## src/jlx_pkg.sv

```systemverilog
// package: register map, field layout, reset values and carrier structs for the lane receiver config block
package jlx_pkg;

  // ==========================================================================
  // register offsets (byte offsets on the register port)
  localparam logic [11:0] JLX_OFS_LINK_CTRL = 12'h300;  // link enable in bit 0
  localparam logic [11:0] JLX_OFS_DYN_LAT = 12'h302;    // link0_dynamic_latency
  localparam logic [11:0] JLX_OFS_FIX_DLY = 12'h304;    // link0_multiframe_fixed_delay
  localparam logic [11:0] JLX_OFS_VAR_DLY = 12'h306;    // link0_multiframe_variable_delay
  localparam logic [11:0] JLX_OFS_XBAR_01 = 12'h308;    // lane_crossbar_0_1
  localparam logic [11:0] JLX_OFS_XBAR_23 = 12'h309;    // lane_crossbar_2_3

  // ==========================================================================
  // field layout
  localparam int JLX_LINK_EN_BIT = 0;   // link enable position
  localparam int JLX_DLY_W = 5;         // width of latency and delay fields
  localparam int JLX_SRC_W = 3;         // width of one source select field
  localparam int JLX_SRC_LO_POS = 0;    // even logical lane source field
  localparam int JLX_SRC_HI_POS = 3;    // odd logical lane source field
  localparam int JLX_PHYS_N = 8;        // physical serial input pairs
  localparam int JLX_LOG_N = 4;         // logical lanes served here
  localparam int JLX_GDLY_DEPTH = 32;   // taps of the fixed delay line

  // ==========================================================================
  // reset values
  localparam logic JLX_RST_LINK_EN = 1'h0;
  localparam logic [4:0] JLX_RST_DYN_LAT = 5'h00;
  localparam logic [4:0] JLX_RST_FIX_DLY = 5'h00;
  localparam logic [4:0] JLX_RST_VAR_DLY = 5'h1f;
  localparam logic [2:0] JLX_RST_SRC0 = 3'h0;
  localparam logic [2:0] JLX_RST_SRC1 = 3'h1;
  localparam logic [2:0] JLX_RST_SRC2 = 3'h2;
  localparam logic [2:0] JLX_RST_SRC3 = 3'h3;
  localparam logic [4:0] JLX_CNT_MAX = 5'h1f;  // saturation of five-bit counts

  // ==========================================================================
  // carriers
  typedef struct packed {
    logic wr;            // one-cycle write strobe
    logic rd;            // one-cycle read strobe
    logic [11:0] addr;   // register offset
    logic [7:0] wdata;   // write data
  } jlx_reg_req_s;

  typedef struct packed {
    logic valid;         // read data valid, one cycle
    logic [7:0] rdata;   // read data
  } jlx_reg_rsp_s;

  // latency measurement states
  typedef enum logic [0:0] {
    JLX_MEAS_IDLE,
    JLX_MEAS_RUN
  } jlx_meas_e;

endpackage

```

## src/jlx_rx_config.sv

```systemverilog
// module: lane crossbar, multiframe delay settings and link latency measurement for the lane receiver
`timescale 1ns/100ps

module jlx_rx_config #(
  parameter int LANE_W = 16  // bits per lane word
) (
  input wire logic clk_in,
  input wire logic rst_in,
  input wire jlx_pkg::jlx_reg_req_s req_in,
  output jlx_pkg::jlx_reg_rsp_s rsp_out,
  input wire logic [jlx_pkg::JLX_PHYS_N-1:0][LANE_W-1:0] serial_input_pair_in,
  input wire logic lmfc_global_in,
  input wire logic lmfc_local_in,
  output logic link_enable_out,
  output logic lmfc_delayed_out,
  output logic buffer_read_out,
  output logic [jlx_pkg::JLX_DLY_W-1:0] measured_link_latency_out,
  output logic [jlx_pkg::JLX_LOG_N-1:0][LANE_W-1:0] logic_lane_out
);
  import jlx_pkg::*;

  // ==========================================================================
  // state record
  typedef struct packed {
    logic link_en;                                   // receiver running
    logic [JLX_DLY_W-1:0] fixed_dly;                 // multiframe_fixed_delay
    logic [JLX_DLY_W-1:0] var_dly;                   // multiframe_variable_delay
    logic [JLX_LOG_N-1:0][JLX_SRC_W-1:0] src;        // per-lane source select
    logic [JLX_DLY_W-1:0] latency;                   // measured_link_latency
    logic [JLX_DLY_W-1:0] meas_cnt;                  // running latency count
    jlx_meas_e meas;                                 // measurement phase
    logic [JLX_GDLY_DEPTH-1:0] gline;                // global pulse history
    logic [JLX_DLY_W-1:0] mf_pos;                    // position in multiframe
    logic pos_valid;                                 // a delayed pulse was seen
    logic delayed;                                   // delayed global pulse out
    logic rd_strobe;                                 // buffer read-out strobe
    jlx_reg_rsp_s rsp;                               // register answer
    logic [JLX_LOG_N-1:0][LANE_W-1:0] lanes;         // routed lane data
  } jlx_state_s;

  jlx_state_s st_q;  // registered state
  jlx_state_s st_d;  // next state

  // ==========================================================================
  // helpers
  // pick one physical input by binary index; plain mux so any number
  // of lanes may read the same input at once
  function automatic logic [LANE_W-1:0] jlx_pick(
    input logic [JLX_PHYS_N-1:0][LANE_W-1:0] phys,
    input logic [JLX_SRC_W-1:0] sel
  );
    jlx_pick = phys[sel];
  endfunction

  // five-bit count that sticks at its top value instead of wrapping
  function automatic logic [JLX_DLY_W-1:0] jlx_sat_inc(input logic [JLX_DLY_W-1:0] v);
    jlx_sat_inc = (v == JLX_CNT_MAX) ? v : JLX_DLY_W'(v + 5'h01);
  endfunction

  // read decode; unmapped offsets and reserved bits give zero
  function automatic logic [7:0] jlx_read(input jlx_state_s s, input logic [11:0] a);
    case (a)
      JLX_OFS_LINK_CTRL: jlx_read = {7'h00, s.link_en};
      JLX_OFS_DYN_LAT: jlx_read = {3'h0, s.latency};
      JLX_OFS_FIX_DLY: jlx_read = {3'h0, s.fixed_dly};
      JLX_OFS_VAR_DLY: jlx_read = {3'h0, s.var_dly};
      JLX_OFS_XBAR_01: jlx_read = {2'h0, s.src[1], s.src[0]};
      JLX_OFS_XBAR_23: jlx_read = {2'h0, s.src[3], s.src[2]};
      default: jlx_read = 8'h00;
    endcase
  endfunction

  // ==========================================================================
  // next-state logic
  always_comb begin
    logic glob_dly;                   // global pulse after the fixed delay
    logic [JLX_DLY_W-1:0] tap;        // delay line tap index
    glob_dly = 1'b0;
    tap = '0;
    st_d = st_q;

    // register writes: only defined field bits are stored
    if (req_in.wr) begin
      case (req_in.addr)
        JLX_OFS_LINK_CTRL: st_d.link_en = req_in.wdata[JLX_LINK_EN_BIT];
        JLX_OFS_FIX_DLY: st_d.fixed_dly = req_in.wdata[JLX_DLY_W-1:0];
        JLX_OFS_VAR_DLY: st_d.var_dly = req_in.wdata[JLX_DLY_W-1:0];
        JLX_OFS_XBAR_01: begin
          st_d.src[0] = req_in.wdata[JLX_SRC_LO_POS +: JLX_SRC_W];
          st_d.src[1] = req_in.wdata[JLX_SRC_HI_POS +: JLX_SRC_W];
        end
        JLX_OFS_XBAR_23: begin
          st_d.src[2] = req_in.wdata[JLX_SRC_LO_POS +: JLX_SRC_W];
          st_d.src[3] = req_in.wdata[JLX_SRC_HI_POS +: JLX_SRC_W];
        end
        default: begin
          // unmapped or read-only offset: write dropped
        end
      endcase
    end

    // read answer one cycle after the strobe, from pre-write contents
    st_d.rsp.valid = req_in.rd;
    st_d.rsp.rdata = req_in.rd ? jlx_read(st_q, req_in.addr) : 8'h00;

    // fixed delay: tap the global pulse history; zero means no delay
    st_d.gline = {st_q.gline[JLX_GDLY_DEPTH-2:0], lmfc_global_in};
    if (st_q.fixed_dly == '0) begin
      glob_dly = lmfc_global_in;
    end else begin
      tap = JLX_DLY_W'(st_q.fixed_dly - 5'h01);
      glob_dly = st_q.gline[tap];
    end

    // the delayed pulse and everything it times stop while the link is down
    if (!st_q.link_en) begin
      glob_dly = 1'b0;
    end
    st_d.delayed = glob_dly;

    // position inside the multiframe, restarted by each delayed pulse
    if (!st_q.link_en) begin
      st_d.pos_valid = 1'b0;
      st_d.mf_pos = '0;
    end else if (glob_dly) begin
      st_d.pos_valid = 1'b1;
      st_d.mf_pos = '0;
    end else begin
      st_d.mf_pos = jlx_sat_inc(st_q.mf_pos);
    end
    // read-out point; with the reset value 0x1f it falls at the count's
    // top and pulses once as the count arrives, not while it sticks there; software must lower it first
    st_d.rd_strobe = st_d.pos_valid && (st_d.mf_pos == st_q.var_dly)
                     && (st_d.mf_pos != st_q.mf_pos || glob_dly);

    // latency from the delayed global pulse to the local pulse
    case (st_q.meas)
      JLX_MEAS_IDLE: begin
        if (st_q.link_en && glob_dly) begin
          if (lmfc_local_in) begin
            st_d.latency = '0;
          end else begin
            st_d.meas_cnt = 5'h01;
            st_d.meas = JLX_MEAS_RUN;
          end
        end
      end
      JLX_MEAS_RUN: begin
        if (!st_q.link_en) begin
          st_d.meas = JLX_MEAS_IDLE;
        end else if (lmfc_local_in) begin
          st_d.latency = st_q.meas_cnt;
          st_d.meas = JLX_MEAS_IDLE;
        end else begin
          st_d.meas_cnt = jlx_sat_inc(st_q.meas_cnt);
        end
      end
      default: begin
        st_d.meas = JLX_MEAS_IDLE;
      end
    endcase

    // crossbar, registered so lane outputs leave flip-flops
    for (int i = 0; i < JLX_LOG_N; i++) begin
      st_d.lanes[i] = jlx_pick(serial_input_pair_in, st_q.src[i]);
    end
  end

  // ==========================================================================
  // state register
  always_ff @(posedge clk_in) begin
    if (rst_in) begin
      st_q <= '0;
      st_q.link_en <= JLX_RST_LINK_EN;
      st_q.latency <= JLX_RST_DYN_LAT;
      st_q.fixed_dly <= JLX_RST_FIX_DLY;
      st_q.var_dly <= JLX_RST_VAR_DLY;
      st_q.src[0] <= JLX_RST_SRC0;
      st_q.src[1] <= JLX_RST_SRC1;
      st_q.src[2] <= JLX_RST_SRC2;
      st_q.src[3] <= JLX_RST_SRC3;
      st_q.meas <= JLX_MEAS_IDLE;
    end else begin
      st_q <= st_d;
    end
  end

  // ==========================================================================
  // outputs, all straight from the state record
  assign rsp_out = st_q.rsp;
  assign link_enable_out = st_q.link_en;
  assign lmfc_delayed_out = st_q.delayed;
  assign buffer_read_out = st_q.rd_strobe;
  assign measured_link_latency_out = st_q.latency;
  assign logic_lane_out = st_q.lanes;

endmodule

```

## config.mk

```make
export PLATFORM = sky130hd
export DESIGN_NAME = jlx_rx_config
export DESIGN_NICKNAME = d
export VERILOG_FILES = /design/src/jlx_pkg.sv /design/src/jlx_rx_config.sv
export SDC_FILE = /design/constraint.sdc
export NUM_CORES = 1
export LEC_CHECK = 0
export ABC_AREA = 1
export BUFFER_PORTS_ARGS = -buffer_cell sky130_fd_sc_hd__buf_4
export CAP_MARGIN = 20
export CORE_MARGIN = 8
export CORE_UTILIZATION = 48
export DETAILED_ROUTE_END_ITERATION = 10
export PLACE_DENSITY = 0.71
export SLEW_MARGIN = 20
export SYNTH_ARGS = -nofsm -noshare
export SYNTH_HDL_FRONTEND = slang
export SYNTH_SLANG_ARGS = --single-unit
```

## constraint.sdc

```tcl
create_clock -name clk_in -period 4.83 [get_ports clk_in]
set_clock_uncertainty 0.05 [all_clocks]
set_input_delay 0.966 -clock clk_in [delete_from_list [all_inputs] [get_ports clk_in]]
set_output_delay 0.966 -clock clk_in [all_outputs]
set_load 0.01 [all_outputs]
```

* Yosys cells after proc, flatten, opt, wreduce, memory -nomap -nowiden *
Cells that the tools add are included.

word-level totals
  register bits = 147
  latch bits = 0
  RAM bits = 0
  memory bits (read-only) = 0
  bits of input ports = 154
  output and inout bits = 81
  memories = 0

operators by class
  $add $sub $neg = 3
  multipliers = 0
  divide/modulo/power cells = 0
  magnitude comparators = 5
  eq/ne operators = 17
  shift-type cells = 0
  mux-type cells = 27
  bitwise operators = 2
  reduce and logical (&&, ||, !) cells = 13

operator list
  cell                                                                  count
  16-bit binary-select mux with 3-bit select                            4
  12-bit by 10-bit == test with 1-bit output, second input constant     6
  16-bit 2-to-1 mux                                                     4
  6-bit one-hot mux with 6 select lines                                 1
  5-bit 2-to-1 mux                                                      6
  11-bit one-hot mux with 2 select lines                                1
  3-bit by 4-bit < comparator with 1-bit output, second input constant  4
  6-bit 2-to-1 mux                                                      2
  2-bit inequality test, second input constant                          6
  11-bit 2-to-1 mux                                                     1
  5-bit by 1-bit adder with 5-bit output, second input constant         2
  5-bit == test, second input constant                                  2
  10-bit 2-to-1 mux                                                     1
  2-bit AND reduction                                                   5
  5-bit by 6-bit < comparator with 1-bit output, second input constant  1
  1-bit 2-to-1 mux                                                      6
  1-bit binary-select mux with 5-bit select                             1
  5-bit == test                                                         1
  5-bit zero test                                                       1
  5-bit inequality test                                                 1
  5-bit AND reduction                                                   1
  5-bit by 1-bit subtractor with 5-bit output, second input constant    1
  4-bit AND reduction                                                   1
  1-bit logical AND                                                     3
  other kinds (4)                                                       5

* Depth between registers and ports, before layout *
  word-level depth = 10
  gate-level depth with buffers = 19
  mapped depth without buffers = 17

* Worst setup path before layout *
Ideal clock, no wire load.

  path type = input to register
  start = input req_in[13] (netlist bit)
  end = register st_q[130] (netlist bit)
  setup time = 0.070 ns
  arrival = 2.136 ns
  data required time = 4.710 ns
  slack = 2.574 ns
  cell stages on the path = 8
  buffers on the path = 1
  cell sequence = nor2_1 > nand2_1 > nor4_2 > nand2_1 > nor2_1 > buf_2 > o21ai_1 > a21oi_1

between the ends
  longest elaborated chain between the ends = 2

RTL lines
  item                                        RTL line              source
  start: declaration                          jlx_rx_config.sv:9    input wire jlx_pkg::jlx_reg_req_s req_in,
  12-bit by 10-bit == test with 1-bit output  jlx_rx_config.sv:84   case (req_in.addr)
  2-bit AND reduction (no line)               -
  end signal: assignment                      jlx_rx_config.sv:184  st_q <= st_d;
  end: declaration                            jlx_rx_config.sv:41   jlx_state_s st_q;

Every way passes these cells.
A chain may end at the register's enable or synchronous reset.

* Worst setup path in the final report *
  start = register st_q[141] (netlist bit)
  end = register st_q (netlist bit measured_link_latency_out[0])

between the ends
  longest elaborated chain between the ends = 8
  elaborated cells between the ends (all ways) = 9
  classes of those cells = add/sub (1); eq/ne (1); mux (4); reduce/logical (3)

RTL lines
  item                                         RTL line              source
  5-bit by 1-bit subtractor with 5-bit output  jlx_rx_config.sv:111  tap = JLX_DLY_W'(st_q.fixed_dly - 5'h01);
  1-bit binary-select mux with 5-bit select    jlx_rx_config.sv:112  glob_dly = st_q.gline[tap];
  1-bit 2-to-1 mux (implied by the code)       jlx_rx_config.sv:112
  1-bit 2-to-1 mux *                           jlx_rx_config.sv:108  if (st_q.fixed_dly == '0) begin
  1-bit 2-to-1 mux *                           jlx_rx_config.sv:116  if (!st_q.link_en) begin
  1-bit logical AND *                          jlx_rx_config.sv:139  if (st_q.link_en && glob_dly) begin
  2-bit inequality test (no line) *            -
  4-bit AND reduction (no line) *              -

Every way passes the cells marked *; elsewhere a longest branch is shown, timed or not. The select of a mux whose other input is x is not followed.

==> summary.txt <==
Timing
  – Worst Setup Slack, final: 1.71 ns
  – Hold Fails Final Rpt: 0
  – Clock period minus worst slack: 3.12 ns
  – Fmax: 321 MHz
  – Final Setup Violations: 0
  – Slew Limit Headroom: 25.5%
  – TNS Setup: 0 ns
  – Unrepaired setup endpoints after global routing: false
  – Period utilisation layout: 64.5%
  – Tightest Pin Transition: 1.12 ns
  – Slew Viols, Final: 0

Clock tree
  – Post-CTS Resized: 0
  – Clk_lat worst skew: 0.43 ns
  – H-tree Lvls: 4
  – CTS Hold Buffers Added: 0
  – Clock slew at reported path FFs: 0.06 ns
  – Post CTS Setup Buffer Count: 0
  – Clk sinks: 145
  – CTS tree: built
  – Clk buf depth: 2
  – CTS root buffer: clkbuf_16
  – Num CTS Buffers: 17

Routing
  – Post-route ant nets: 0
  – Max Used Layer: met4
  – Met3 Routed Length: 3590 microns
  – Drt drc: 0
  – Pre-antenna DRT Iters: 6
  – Vias per inst: 5.75
  – DR WL met2: 15,100 microns
  – 1st-iter DRT viols: 996
  – Average wire per standard cell: 17.7 microns
  – Vias: 10.8k
  – Routed metal-1 wire length: 13,800 microns
  – Final WL: 33,300 microns

Global route
  – Pin count of the biggest net entering global routing: 115
  – Initial antenna violation count: 1
  – Global-route wire length before repair: 51,400 microns
  – Number of global-route vias before repair: 9,814
  – Global Route Usage Sum: 25.5%
  – Grt total ovfl: 0

Setup path
  – Worst-path fanout max: 19
  – Startpoint types: flip-flop
  – Slowest cell on the critical path: dfxtp_1
  – Reg-to-reg startpoint: st_q[141]
  – FF-to-FF path depth: 15
  – Worst-path cell chain: inv_8 -> ha_1 -> inv_2 -> nand3_1 -> nand3_1 -> nand3_1 -> nand2_1 -> nand2_2 -> nand3_4 -> nand2_4 -> nand3_2 -> inv_2 -> nand2_1 -> nand2_1 -> nor2_1
  – Worst path bufs/invs: 3
  – Critical path's top delay family: simple AND/OR/NAND/NOR gates
  – Required @ worst endpoint: 5.07 ns
  – Capturing point of the worst reg2reg path: measured_link_latency_out[0]
  – Worst reg2reg setup slack: 1.71 ns
  – Data arrival, critical path: 3.36 ns
  – CP Class: flip-flop to flip-flop
  – Critical path capture point type: flip-flop
  – Largest stage delay on the critical path: 0.85 ns

Placement
  – Post-DP HPWL: 22,200 microns
  – Dpl cells: 1,848
  – Placed instance area: 0.0108 sq mm
  – PortBufs: 230
  – GP Congestion: 0.891
  – Post-Place Worst Slack: 1.73 ns

Yosys
  – Post-synth EDFFs: 0
  – Top cell type's share of synthesized area: 29.8%
  – Netlist Area Pre-Place: 0.00973 sq mm
  – Count leader, synth: o21ai_0
  – Synth cell count leaders: o21ai_0, nand2_1, a21oi_1, dfxtp_1, nor2_1
  – FF+latch count, synth: 145
  – Yosys warns: 0
  – Dominant cells by area after synthesis: dfxtp_1, o21ai_0, a21oi_1, nand2_1, buf_4
  – Main synth FF type: dfxtp_1
  – Register area share after synthesis: 29.8%
  – Cell taking the most area after synthesis: dfxtp_1
  – Post-Syn Area per Cell: 6.37 sq um
  – Async S/R FF share, synth: 0%
  – Synth unique cells: 38
  – Gate Count Post-Synth: 1,528

Final layout
  – Final-stage net count: 1,755
  – Area added between synthesis and finish: 17.4%
  – Post-route cell area: 0.0114 sq mm
  – Final Non-Filler Cells: 1,881
  – Layout cells sized above 1: 18.3%
  – Fill count: 1,959

Floorplan
  – Vert. Die Dim: 158 microns
  – Row Count: 52
  – Die Wd: 158 microns
  – Io pins: 235
  – Core ar.: 0.0200 sq mm
  – Die footprint: 0.0251 sq mm
  – Initial Util: 48.5%

Power
  – Pleak: 4.76 nW
  – Net Sw Frac: 24.4%
  – Combinational fraction of design power: 11.5%
  – Seq pwr share: 42.6%
  – P_int: 0.00219 W
  – Final Power: 0.00290 W
  – Switch Pwr: 0.000708 W
  – Clock Power Share: 45.9%
  – PD cells: 254 mW/mm^2
  – VDD IR-drop max: 0.000236 V

Worst hold path
  – Worst Hold Launch: st_d[89]
  – Worst min path class: flip-flop to flip-flop
  – Worst hold path depth: 2
  – WHS Endpoint: st_d[90]

Flow run
  – MaxCap Viol Count: 0

Status
  – Status: completed
metrics by stage:
stage               utilization (%)  hold slack, ns
finish                         57.0           0.369
CTS                            57.0           0.371
detailed placement             54.1           0.360
floorplan                         -           0.353
global route                   57.0           0.382
global placement               54.1           0.357
cells in the final DEF, fill, tap and decap left out, drive strengths merged, types with 8 or more instances in the layout:
cell type / n
clkinv: 11
o22ai: 9
clkbuf: 19
buf: 242
nand3: 46
a31oi: 65
a21oi: 153
inv: 137
nand4: 8
o21ai: 339
dfxtp: 145
o211ai: 73
nand2: 196
nor2: 141
worst max path at each step:
stage	start	to	slack, ns	cells after the start
final	st_q[141]	measured_link_latency_out[0]	1.71	15
after global routing	st_q[141]	measured_link_latency_out[0]	1.41	15
after CTS	st_q[141]	measured_link_latency_out[0]	1.68	15
after detailed placement	st_q[141]	measured_link_latency_out[4]	1.73	15
after global placement	st_q[141]	measured_link_latency_out[4]	1.73	15
after floorplan	req_in[13]	st_q[130]	2.57	8
cell type report:
type / count / area, sq um / area share, %
Inverter: 140 / 533 / 4.67
Tap cell: 270 / 338 / 2.96
Clock buffer: 19 / 433 / 3.79
Timing Repair Buffer: 242 / 1820 / 15.9
Sequential cell: 145 / 2920 / 25.6
Antenna cell: 1 / 2.50 / 0.0219
Multi-Input combinational cell: 1051 / 5240 / 45.8
Clock inverter: 13 / 143 / 1.25
flip-flops by register name, indices dropped and copies added (netlist names):
signal,count
logic_lane_out,64
st_q,35
st_d,31
rsp_out,7
measured_link_latency_out,5
buffer_read_out,1
link_enable_out,1
lmfc_delayed_out,1
routing by layer:
layer / up-vias / global-route usage, %
met3: 69 / 4.42
met2: 627 / 40.5
met1: 4818 / 33.4
met5: - / 0
li1: 5301 / -
met4: 0 / 11.2
power groups by stage:
stage | clock network [W] | registers [W] | logic [W]
6_report | 0.00133 | 0.00123 | 0.000333
4_1_cts | 0.00134 | 0.00124 | 0.000330
2_1_floorplan | 0 | 0.00126 | 0.000170
5_1_grt | 0.00140 | 0.00124 | 0.000365
3_3_place_gp | 0 | 0.00126 | 0.000325
3_5_place_dp | 0 | 0.00126 | 0.000329
worst reg2reg max path, cell delays in order (launching register included):
cell and delay, ns:
dfxtp_1 0.85, inv_8 0.15, ha_1 0.56, inv_2 0.16, nand3_1 0.12, nand3_1 0.07, nand3_1 0.11, nand2_1 0.07
nand2_2 0.08, nand3_4 0.18, nand2_4 0.16, nand3_2 0.14, inv_2 0.12, nand2_1 0.05, nand2_1 0.05, nor2_1 0.04
logic make-up (layout without fill, tap and decap cells):
kind of cell | after synthesis | after routing | synth area share, %
adder cells (fa/ha/maj) | 4 | 4 | 0.514
AO/OA/AOI/OAI | 641 | 641 | 35.9
XOR/XNOR | 2 | 2 | 0.180
AND/OR/NAND/NOR | 402 | 402 | 17.2
other | 1 | 3 | 0.0385
flip-flops | 145 | 145 | 29.8
buffers and inverters | 333 | 414 | 16.4
(Power assumes the default switching activity.)
